==> config.mk <==
export PLATFORM = sky130hd
export DESIGN_NAME = scfd_top
export DESIGN_NICKNAME = d
export VERILOG_FILES = /design/src/shared/scfd_pkg.sv /design/src/shared/scfd_pwm_if.sv /design/src/core/scfd_pwm.sv /design/src/core/scfd_top.sv
export SDC_FILE = /design/constraint.sdc
export NUM_CORES = 1
export LEC_CHECK = 0
export BUFFER_PORTS_ARGS = -buffer_cell sky130_fd_sc_hd__buf_4
export CORE_MARGIN = 2
export CORE_UTILIZATION = 50
export DETAILED_ROUTE_END_ITERATION = 8
export GPL_TIMING_DRIVEN = 0
export HOLD_SLACK_MARGIN = 0.06
export PLACE_DENSITY = 0.75
export SYNTH_ARGS = -nofsm -noshare
export SYNTH_HDL_FRONTEND = slang
export SYNTH_HIERARCHICAL = 1
export SYNTH_SLANG_ARGS = --single-unit
==> constraint.sdc <==
create_clock -name CLK_SYS -period 26.1 [get_ports CLK_SYS]
set_clock_uncertainty 0.2 [all_clocks]
set_input_delay 2.61 -clock CLK_SYS [delete_from_list [all_inputs] [get_ports CLK_SYS]]
set_output_delay 2.61 -clock CLK_SYS [all_outputs]
set_load 0.02 [all_outputs]
==> src/shared/scfd_pkg.sv <==
/*
 * constants for the single coil fan drive control block: clock rate, protection times,
 * ramp span, comparator thresholds and the one-hot state codes.
 * assumes the block runs on one 40 MHz clock and every analog level except the gauss field arrives as a millivolt code.
 */
package scfd_pkg;

	// ----------------------------------------------------------------
	// clock and timing
	// ----------------------------------------------------------------
	localparam int unsigned CLK_HZ          = 32'h0262_5A00;   // 40 MHz
	localparam int unsigned LOCK_TIME_MS    = 32'h0000_012C;   // 300 ms locked before shutdown
	localparam int unsigned RESTART_TIME_MS = 32'h0000_1068;   // 4200 ms off before restart
	localparam int unsigned STOP_TIME_US    = 32'h0000_61A8;   // 25000 us high command to stop
	localparam int unsigned PWM_HZ          = 32'h0000_61A8;   // 25 kHz ramp rate
	localparam int unsigned LOCK_CYCLES     = LOCK_TIME_MS * (CLK_HZ / 32'h0000_03E8);
	localparam int unsigned RESTART_CYCLES  = RESTART_TIME_MS * (CLK_HZ / 32'h0000_03E8);
	localparam int unsigned STOP_CYCLES     = STOP_TIME_US * (CLK_HZ / 32'h000F_4240);
	localparam int unsigned RAMP_CYCLES     = CLK_HZ / PWM_HZ;  // 1600 cycles a ramp period

	// ----------------------------------------------------------------
	// widths
	// ----------------------------------------------------------------
	localparam int unsigned MV_W    = 12;   // millivolt codes 0..4095
	localparam int unsigned CNT_W   = 28;   // long timers
	localparam int unsigned RAMP_W  = 11;   // ramp position counter
	localparam int unsigned FIELD_W = 8;    // signed gauss
	localparam int unsigned SENSE_W = 10;   // current sense millivolts

	// ----------------------------------------------------------------
	// levels
	// ----------------------------------------------------------------
	localparam logic [MV_W-1:0]    RAMP_LO_MV   = 12'h1F4;  // 500 mV
	localparam logic [MV_W-1:0]    RAMP_HI_MV   = 12'hBB8;  // 3000 mV, also the stop level
	localparam logic [23:0]        RAMP_SPAN_MV = 24'h00_09C4;  // 2500 mV
	localparam logic [SENSE_W-1:0] CUR_LIMIT_MV = 10'h0FA;  // 250 mV
	localparam logic signed [FIELD_W-1:0] OPERATE_G = 8'sh0F;   // +15 gauss
	localparam logic signed [FIELD_W-1:0] RELEASE_G = -8'sh0F;  // -15 gauss
	localparam logic [1:0]         START_EDGES  = 2'h2;     // pole edges run at full duty

	// ----------------------------------------------------------------
	// run states
	// ----------------------------------------------------------------
	typedef enum logic [2:0] {
		ST_RUN     = 3'b001,
		ST_LOCKED  = 3'b010,
		ST_STOPPED = 3'b100
	} scfd_state_t;

endpackage

==> src/shared/scfd_pwm_if.sv <==
/*
 * carrier between the fan control core and its duty generator.
 * assumes both ends share the core clock.
 */
`timescale 1ns/1ps
interface scfd_pwm_if;
	logic [scfd_pkg::MV_W-1:0] cmd_mv;      // speed command level
	logic [scfd_pkg::MV_W-1:0] floor_mv;    // lowest speed level
	logic                      force_full;  // start-up full duty
	logic                      pwm_on;      // duty gate

	modport core (output cmd_mv, output floor_mv, output force_full, input pwm_on);
	modport gen  (input cmd_mv, input floor_mv, input force_full, output pwm_on);
endinterface

==> src/core/scfd_pwm.sv <==
/*
 * duty generator: a periodic ramp from 0.5 V to 3 V compared with the speed command,
 * the command first limited by the lowest speed level.
 * assumes its inputs are registered in the same clock domain.
 */
`timescale 1ns/1ps
module scfd_pwm (
	input  wire logic  clk,
	input  wire logic  rst,
	scfd_pwm_if.gen    pwm
);
	logic [scfd_pkg::RAMP_W-1:0] ramp_pos;
	logic [23:0]                 ramp_prod;
	logic [scfd_pkg::MV_W-1:0]   ramp_mv;
	logic [scfd_pkg::MV_W-1:0]   eff_mv;

	// ------------------------------------------------------------
	// ramp position
	// ------------------------------------------------------------
	always_ff @(posedge clk) begin
		if (rst || ramp_pos == scfd_pkg::RAMP_W'(scfd_pkg::RAMP_CYCLES - 1)) begin
			ramp_pos <= '0;
		end else begin
			ramp_pos <= ramp_pos + 1'b1;
		end
	end

	// RULE_03: ramp level mapping
	assign ramp_prod = (24'(ramp_pos) * scfd_pkg::RAMP_SPAN_MV) / 24'(scfd_pkg::RAMP_CYCLES);
	assign ramp_mv   = scfd_pkg::RAMP_LO_MV + ramp_prod[scfd_pkg::MV_W-1:0];

	// RULE_05: floor by level
	assign eff_mv = (pwm.cmd_mv < pwm.floor_mv) ? pwm.cmd_mv : pwm.floor_mv;

	// RULE_04: compare gives duty
	always_ff @(posedge clk) begin
		if (rst) begin
			pwm.pwm_on <= 1'b0;
		end else begin
			pwm.pwm_on <= pwm.force_full || (eff_mv < ramp_mv);  // below ramp drives
		end
	end
endmodule

==> src/core/scfd_top.sv <==
/*
 * single coil fan drive control: pole comparator, coil commutation, tach output,
 * duty gating, current limit, locked-rotor shutdown with restart, quick stop and start.
 * assumes field, command, level and sense codes come from converters on CLK_SYS.
 */
// Notes on behaviour
// RULE_01: no pole edge for 0.3 s while driving stops the coil outputs.
// RULE_02: after a locked shutdown, drive resumes by itself after 4.2 s.
// RULE_03: duty comes from command compared to a 0.5 V to 3 V ramp.
// RULE_04: duty is -40 times (command minus 3) percent, clamped 100 to 0.
// RULE_05: running duty never drops below the duty set by the lowest speed level.
// RULE_06: every start runs at full duty first, ignoring command and floor.
// RULE_07: an open or grounded command input gives full speed.
// RULE_08: command above 3 V for over 25 ms stops motor, lock protection off.
// RULE_09: from stop, command back within zero to level restarts at once.
// RULE_10: sense voltage above 250 mV cuts coil drive to limit current.
// RULE_11: field above +15 G operates, below -15 G releases, else holds.
// RULE_12: release gives A high, B low, tach high; operate the reverse.
// RULE_13: every pole edge restarts the lock timer.
`timescale 1ns/1ps
module scfd_top #(
	parameter logic [27:0] LOCK_CYCLES    = 28'(scfd_pkg::LOCK_CYCLES),
	parameter logic [27:0] RESTART_CYCLES = 28'(scfd_pkg::RESTART_CYCLES),
	parameter logic [27:0] STOP_CYCLES    = 28'(scfd_pkg::STOP_CYCLES)
) (
	input  wire logic                               CLK_SYS,
	input  wire logic                               RST,
	input  wire logic signed [scfd_pkg::FIELD_W-1:0] FIELD_GAUSS,
	input  wire logic [scfd_pkg::MV_W-1:0]          SPEED_CMD_MV,
	input  wire logic [scfd_pkg::MV_W-1:0]          LOWEST_SPEED_LEVEL_MV,
	input  wire logic [scfd_pkg::SENSE_W-1:0]       SENSE_RESISTOR_MV,
	output      logic                               COIL_DRIVE_A,
	output      logic                               COIL_DRIVE_B,
	output      logic                               TACH_OUTPUT,
	output      logic                               LOCK_SHUTDOWN,
	output      logic                               SPEED_STOPPED,
	output      logic                               CURRENT_LIMITED
);
	scfd_pwm_if              pwm ();
	scfd_pkg::scfd_state_t   state;
	logic                    pole;        // 1 operate, 0 release
	logic                    pole_prev;
	logic                    pole_edge;
	logic [27:0]             lock_cnt;
	logic [27:0]             stop_cnt;
	logic [1:0]              start_cnt;
	logic                    stop_hit;
	logic                    drive_en;

	// ------------------------------------------------------------
	// level compares shared by several processes
	// ------------------------------------------------------------
	// sense level beyond the current limit
	function automatic logic over_limit(input logic [scfd_pkg::SENSE_W-1:0] mv);
		return (mv > scfd_pkg::CUR_LIMIT_MV);
	endfunction

	// a millivolt code at or below a reference level
	function automatic logic at_or_below(input logic [scfd_pkg::MV_W-1:0] mv,
	                                     input logic [scfd_pkg::MV_W-1:0] lvl);
		return (mv <= lvl);
	endfunction

	// ------------------------------------------------------------
	// duty generator
	// ------------------------------------------------------------
	scfd_pwm u_pwm (
		.clk (CLK_SYS),
		.rst (RST),
		.pwm (pwm)
	);

	// RULE_07: grounded command reads as full
	assign pwm.cmd_mv     = SPEED_CMD_MV;
	assign pwm.floor_mv   = LOWEST_SPEED_LEVEL_MV;
	// RULE_06: full duty at start
	assign pwm.force_full = (start_cnt != scfd_pkg::START_EDGES);

	// ------------------------------------------------------------
	// pole comparator
	// ------------------------------------------------------------
	// RULE_11: hysteresis pole compare
	always_ff @(posedge CLK_SYS) begin
		if (RST) begin
			pole <= 1'b0;
		end else if (FIELD_GAUSS > scfd_pkg::OPERATE_G) begin
			pole <= 1'b1;
		end else if (FIELD_GAUSS < scfd_pkg::RELEASE_G) begin
			pole <= 1'b0;
		end
	end

	// edge detect on the held pole state
	always_ff @(posedge CLK_SYS) begin
		if (RST) begin
			pole_prev <= 1'b0;
		end else begin
			pole_prev <= pole;
		end
	end
	assign pole_edge = pole ^ pole_prev;

	// ------------------------------------------------------------
	// quick stop detector
	// ------------------------------------------------------------
	// RULE_08: high command timer
	always_ff @(posedge CLK_SYS) begin
		if (RST || at_or_below(SPEED_CMD_MV, scfd_pkg::RAMP_HI_MV)) begin
			stop_cnt <= '0;
		end else if (stop_cnt != STOP_CYCLES) begin
			stop_cnt <= stop_cnt + 1'b1;
		end
	end
	assign stop_hit = (stop_cnt == STOP_CYCLES);

	// ------------------------------------------------------------
	// run state and timers
	// ------------------------------------------------------------
	always_ff @(posedge CLK_SYS) begin
		if (RST) begin
			state <= scfd_pkg::ST_RUN;
		end else begin
			case (state)
				scfd_pkg::ST_RUN: begin
					if (stop_hit) begin
						state <= scfd_pkg::ST_STOPPED;
					// RULE_01: lock shutdown
					end else if (lock_cnt == LOCK_CYCLES) begin
						state <= scfd_pkg::ST_LOCKED;
					end
				end
				scfd_pkg::ST_LOCKED: begin
					if (stop_hit) begin
						state <= scfd_pkg::ST_STOPPED;
					// RULE_02: timed restart
					end else if (lock_cnt == RESTART_CYCLES) begin
						state <= scfd_pkg::ST_RUN;
					end
				end
				scfd_pkg::ST_STOPPED: begin
					// RULE_09: immediate start
					if (at_or_below(SPEED_CMD_MV, LOWEST_SPEED_LEVEL_MV)) begin
						state <= scfd_pkg::ST_RUN;
					end
				end
				default: begin
					state <= scfd_pkg::ST_RUN;
				end
			endcase
		end
	end

	// lock and restart timer, shared by both waits
	// one counter is enough since the two waits never overlap
	always_ff @(posedge CLK_SYS) begin
		if (RST) begin
			lock_cnt <= '0;
		end else begin
			case (state)
				scfd_pkg::ST_RUN: begin
					// RULE_13: edge restarts timer
					if (pole_edge || stop_hit || lock_cnt == LOCK_CYCLES) begin
						lock_cnt <= '0;
					end else begin
						lock_cnt <= lock_cnt + 1'b1;
					end
				end
				scfd_pkg::ST_LOCKED: begin
					if (lock_cnt == RESTART_CYCLES || stop_hit) begin
						lock_cnt <= '0;
					end else begin
						lock_cnt <= lock_cnt + 1'b1;
					end
				end
				default: begin
					lock_cnt <= '0;  // protection off while stopped
				end
			endcase
		end
	end

	// start window counts pole edges after each entry to run
	// a stalled rotor never closes the window, the lock timer still guards it
	always_ff @(posedge CLK_SYS) begin
		if (RST || state != scfd_pkg::ST_RUN) begin
			start_cnt <= '0;
		end else if (pole_edge && start_cnt != scfd_pkg::START_EDGES) begin
			start_cnt <= start_cnt + 1'b1;
		end
	end

	// ------------------------------------------------------------
	// outputs
	// ------------------------------------------------------------
	// RULE_10: current limit gate
	assign drive_en = (state == scfd_pkg::ST_RUN) && pwm.pwm_on &&
	                  !over_limit(SENSE_RESISTOR_MV);

	// RULE_12: commutation and tach
	always_ff @(posedge CLK_SYS) begin
		if (RST) begin
			COIL_DRIVE_A <= 1'b0;
			COIL_DRIVE_B <= 1'b0;
			TACH_OUTPUT  <= 1'b1;
		end else begin
			COIL_DRIVE_A <= drive_en && !pole;
			COIL_DRIVE_B <= drive_en && pole;
			TACH_OUTPUT  <= !pole;
		end
	end

	// status flags
	always_ff @(posedge CLK_SYS) begin
		if (RST) begin
			LOCK_SHUTDOWN   <= 1'b0;
			SPEED_STOPPED   <= 1'b0;
			CURRENT_LIMITED <= 1'b0;
		end else begin
			LOCK_SHUTDOWN   <= (state == scfd_pkg::ST_LOCKED);
			SPEED_STOPPED   <= (state == scfd_pkg::ST_STOPPED);
			CURRENT_LIMITED <= over_limit(SENSE_RESISTOR_MV);
		end
	end
endmodule

Word level (Yosys, flattened, before mapping)
Cells that the tools add are included.
- word-level logic and storage cells: 70
- output and inout port bits: 6
- bits in registers: 81
- bits of input ports: 44
- divide/modulo/power cells: 1
- multiplexer cells: 12
- reductions and logical operators: 16
- bitwise logic cells: 1
- equality and inequality tests: 13
- $add $sub $neg: 5
- $lt $le $gt $ge: 7
- multipliers: 1
- operators by type and width (kind ; count):
    28-bit by 1-bit adder with 28-bit output, second input constant ; 2
    28-bit two-way mux ; 2
    28-bit case mux with 2 select lines ; 1
    28-bit by 20-bit equality test with 1-bit output, second input constant ; 1
    28-bit by 24-bit equality test with 1-bit output, second input constant ; 1
    28-bit equality test, second input constant ; 1
    28-bit by 20-bit inequality test with 1-bit output, second input constant ; 1
    23-bit by 11-bit divider with 24-bit output, second input constant ; 1
    12-bit less-than comparator ; 2
    11-bit by 10-bit multiplier with 21-bit output, second input constant ; 1
    3-bit two-way mux ; 5
    9-bit by 12-bit adder with 12-bit output, first input constant ; 1
    12-bit <= comparator ; 1
    12-bit <= comparator, second input constant ; 1
    12-bit two-way mux ; 1
    11-bit by 1-bit adder with 11-bit output, second input constant ; 1
    11-bit equality test, second input constant ; 1
    10-bit by 8-bit > comparator with 1-bit output, second input constant ; 1
    3-bit case mux with 3 select lines ; 1
    8-bit by 5-bit > comparator with 1-bit output, second input constant ; 1
    8-bit by 5-bit less-than comparator with 1-bit output, second input constant ; 1
    1-bit logical OR ; 7
    3-bit inequality test, second input constant ; 2
    1-bit logical AND ; 5
    other kinds (11) ; 14

Logic depth before layout (Yosys ltp)
- depth in word-level cells: 5
- mapped depth: 61

Modules after synthesis
Netlist, hierarchy kept.
- modules (own cells, without submodules) (module ; times used ; area an instance (um^2) ; cells each):
    scfd_pwm ; 1 ; 6673.9 ; 879
    scfd_top ; 1 ; 3432.0 ; 404

Least setup slack after synthesis
OpenSTA, ideal clock, no wires.
- path type: register -> register
- start: register u_pwm/ramp_pos[4] (netlist name)
- end: register u_pwm.pwm.pwm_on
- data required time: 25.826 ns
- cell stages (with the launch flop): 57
- arrival time: 12.626 ns
- setup time: 0.074 ns
- slack: 13.200 ns
- period minus slack after synthesis: 12.900 ns
- path through: dfxtp_1 > inv_1 > fa_1 > inv_1 > ha_1 > inv_1 > fa_1 > inv_1 > ha_1 > fa_1 > ha_1 > buf_4 > o211ai_1 > o211a_1 > or4_4 > and3_1 > buf_6 > or4_4 > (+21 left out) > o21a_1 > buf_6 > nor2_1 > nor2_1 > xnor2_1 > ha_1 > a21oi_1 > nor2b_1 > o21ai_0 > nand2b_1 > a21oi_1 > nor2b_1 > o21ai_0 > nand2b_1 > a21oi_1 > nor2_1 > a211o_1 > a31oi_1
- cells in the longest elaborated chain, start to end: 5
- RTL lines (item ; RTL line ; RTL):
    start: declaration ; scfd_pwm.sv:12 ; logic [scfd_pkg::RAMP_W-1:0] ramp_pos;
    start signal: assignment ; scfd_pwm.sv:24 ; ramp_pos <= ramp_pos + 1'b1;
    11-bit by 10-bit multiplier with 21-bit output ; scfd_pwm.sv:29 ; assign ramp_prod = (24'(ramp_pos) * scfd_pkg::RAMP_SPAN_MV) / 24'(scfd_pkg::RAMP_CYCLES);
    23-bit by 11-bit divider with 24-bit output ; scfd_pwm.sv:29 ;
    9-bit by 12-bit adder with 12-bit output ; scfd_pwm.sv:30 ; assign ramp_mv = scfd_pkg::RAMP_LO_MV + ramp_prod[scfd_pkg::MV_W-1:0];
    12-bit less-than comparator ; scfd_pwm.sv:40 ; pwm.pwm_on <= pwm.force_full || (eff_mv < ramp_mv);
    1-bit logical OR ; scfd_pwm.sv:40 ;
    end signal: assignment ; scfd_pwm.sv:40 ;
    end: declaration ; scfd_pwm_if.sv:13 ; modport gen (input cmd_mv, input floor_mv, input force_full, output pwm_on);
Every way passes these cells.
A chain may end at the register's enable or synchronous reset.

Worst setup path in the final report
- start: register u_pwm/ramp_pos[6] (netlist name)
- end: register u_pwm.pwm.pwm_on
The elaborated chain is that of the path after synthesis.

==> impl_metrics.env <==
export IMPL_rsz0062_at_grt="no"
export IMPL_cap_violations=0
export IMPL_hold_violations=0
export IMPL_ir_drop_uv=28.6
export IMPL_cts_tree="done"
export IMPL_cp_required_ns=26.17
export IMPL_clock_path_buffers=2
export IMPL_syn_inst=1283
export IMPL_dieWidth_um=146
export IMPL_synthTopCellsByArea="dfxtp_1 (16%), ha_1 (13%), nor2_1 (5.8%), xnor2_1 (5.1%), fa_1 (4.0%)"
export IMPL_cp_max_fo=10
export IMPL_drive_above_1_share_pct=10.6
export IMPL_post_synth_cell_area_avg_sq_um=7.88
export IMPL_utilization_pct=55.6
export IMPL_cts_inserted_buffers=9
export IMPL_numPortBuffers=49
export IMPL_ys_seq_elements=81
export IMPL_h_tree_depth=3
export IMPL_critPathMaxStageDelay_ns=0.75
export IMPL_fmax_mhz=66.5
export IMPL_setup_tns_ns=0
export IMPL_endpoint_kind="flip-flop"
export IMPL_coreArea_sq_mm=0.0200
export IMPL_post_place_cells=1602
export IMPL_fin_nets=1515
export IMPL_synth_edff_count=0
export IMPL_power_density_mw_per_mm2=34.5
export IMPL_netlist_area_leader_share_pct=16.0
export IMPL_synth_area_leader_cell="dfxtp_1"
export IMPL_wirelength_mm=24.4
export IMPL_rows=52
export IMPL_hp_class="reg2reg"
export IMPL_slew_limit_headroom_pct=33.6
export IMPL_nFillCells=1882
export IMPL_synthArstFlopShare_pct=0
export IMPL_vias_per_cell=5.99
export IMPL_synth_net_count=1455
export IMPL_syn_cell_area_sq_mm=0.0101
export IMPL_antenna_left=0
export IMPL_io_pin_count=50
export IMPL_dieHeight_um=146
export IMPL_period_needed_ns=15.05
export IMPL_first_pass_iters=5
export IMPL_crit_arrival_ns=15.11
export IMPL_ys_types=119
export IMPL_cts_hold_buf=0
export IMPL_worst_pin_slew_ns=0.981
export IMPL_slowest_stage="o32ai_1"
export IMPL_drc=0
export IMPL_instances_no_fill=1618
export IMPL_vias=9688
export IMPL_antenna_found_initial=0
export IMPL_clk_pin_slew_ns=0.06
export IMPL_grt_max_degree=15
export IMPL_postCtsResizedCells=0
export IMPL_ys_flop_type="dfxtp_1"
export IMPL_dp_hpwl_mm=19.5
export IMPL_ctsRootBufferMaster="clkbuf_16"
export IMPL_fin_area_sq_mm=0.0111
export IMPL_slew_violations=0
export IMPL_placed_cell_area_sq_mm=0.0108
export IMPL_seq_area_frac_synth_pct=16.0
export IMPL_drt_iter0_drc=581
export IMPL_post_route_period_util_pct=57.7
export IMPL_die_area_sq_mm=0.0214
export IMPL_syn_to_final_growth_pct=10.3
export IMPL_place_congestion=0.927
export IMPL_grt_pass1_wl_mm=41.5
export IMPL_cts_sinks=81
export IMPL_clock_latency_ns=0.34
export IMPL_path_common_cell="nor2_1"
export IMPL_setup_viol=0
export IMPL_grt_pass1_vias=9013
export IMPL_cp_start_kind="flip-flop"
export IMPL_start_util_pct=50.4
export IMPL_outcome="complete, no violations"
export IMPL_overflow=0
export IMPL_detail_route_wl_per_cell_um=15.0
export IMPL_leakagePower_nw=4.75
export IMPL_grt_util_all_layers_pct=22.4
export IMPL_diodes=0
export IMPL_crit_type="reg2reg"
export IMPL_postCtsSetupBuffers=0
export IMPL_yosysWarningCount=6
[layout make-up]
type / count / area, sq um / share of cell area (%)
Multi-Input combinational cell: 1079 / 7980 / 71.6
Clock inverter: 5 / 85.1 / 0.763
Timing Repair Buffer: 49 / 368 / 3.30
Sequential cell: 81 / 1620 / 14.5
Inverter: 89 / 334 / 3.00
Tap cell: 270 / 338 / 3.03
Clock buffer: 11 / 253 / 2.27
Buffer: 34 / 170 / 1.53
[registers in the layout, summed over array words and instances, names as in the netlist, 2 cells and up]
register / flops
start_cnt: 2
stop_cnt: 28
u_pwm/ramp_pos: 11
state: 3
lock_cnt: 28
[per-layer routing]
layer	global-route usage [%]	wire [um]	up-vias	share of wire (%)
met4	5.00	372	0	1.5
met2	36.9	11100	226	46
li1	-	-	4847	-
met5	0	0	-	0
met3	2.91	1100	37	4.5
met1	31.5	11700	4578	48
[final timing paths]
kind	startpoint	to	slack [ns]	cells past startpoint
worst max-delay path	u_pwm/ramp_pos[6]	u_pwm/pwm.pwm_on	11.05	56
worst min-delay path	lock_cnt[0]	lock_cnt[0]	0.29	1
worst max register to register	u_pwm/ramp_pos[6]	u_pwm/pwm.pwm_on	11.05	56
worst min register to register	lock_cnt[0]	lock_cnt[0]	0.29	1
[kinds of logic after synthesis]
logic type / after synthesis / synth area share, %
xor+xnor: 103 / 9.08
compound gates: 310 / 23.5
mux: 17 / 1.89
buf+inv: 123 / 4.99
simple gates: 518 / 26.8
flops: 81 / 16.0
fa+ha+maj: 131 / 17.7
[worst max-delay path: cells and delay by family, from the launching register on]
family	cells	cell delay, ns
AND/OR/NAND/NOR	14	3.10
AO/OA/AOI/OAI	25	7.18
multiplexers	1	0.16
adder cells (fa/ha/maj)	7	2.57
XOR/XNOR	2	0.37
buffers and inverters	7	0.85
flip-flops	1	0.51
[placed cells by master (no fill, tap or decap), types with 15 or more instances in the layout]
cell,count
o21ai_0,55
a21o_1,18
nand2b_1,15
a21oi_1,53
buf_4,51
nand3_1,53
xnor2_1,59
clkbuf_1,23
xor2_1,42
nor2_1,156
dfxtp_1,81
nand4_1,33
nand2_1,87
and2_1,19
nor2b_1,15
nor3_1,38
ha_1,108
fa_1,20
a211oi_1,19
and3_1,25
inv_1,88
[cells in the mapped netlist (all sizes together), types with 11 or more instances]
| cell type | count |
|---|---|
| nor2 | 156 |
| nor4 | 14 |
| and2 | 19 |
| a21o | 18 |
| dfxtp | 81 |
| o211ai | 15 |
| a21oi | 56 |
| nor3 | 40 |
| a211oi | 20 |
| nand2 | 88 |
| or3 | 15 |
| buf | 11 |
| nor2b | 15 |
| and3 | 25 |
| o21ai | 63 |
| fa | 20 |
| nand4 | 33 |
| xor2 | 42 |
| o21a | 11 |
| clkbuf | 23 |
| ha | 108 |
| nand3 | 53 |
| xnor2 | 61 |
| nand2b | 16 |
| inv | 89 |
[power by group]
group	switching (W)	internal, W	total (W)
sequential	0.00000388	0.000128	0.000132
clock	0.0000499	0.0000894	0.000139
combinational	0.0000675	0.0000461	0.000114
total	0.000121	0.000263	0.000384
[through the flow]
stage	power (W)	setup slack, ns	hold slack [ns]
after detailed placement	0.000246	11.25	0.282
after global routing	0.000405	10.06	0.326
after floorplan	0.000217	13.20	0.237
after global placement	0.000244	11.44	0.258
after CTS	0.000386	11.24	0.291
final	0.000384	11.05	0.290
Note: power is estimated with default switching activity, not from simulation.
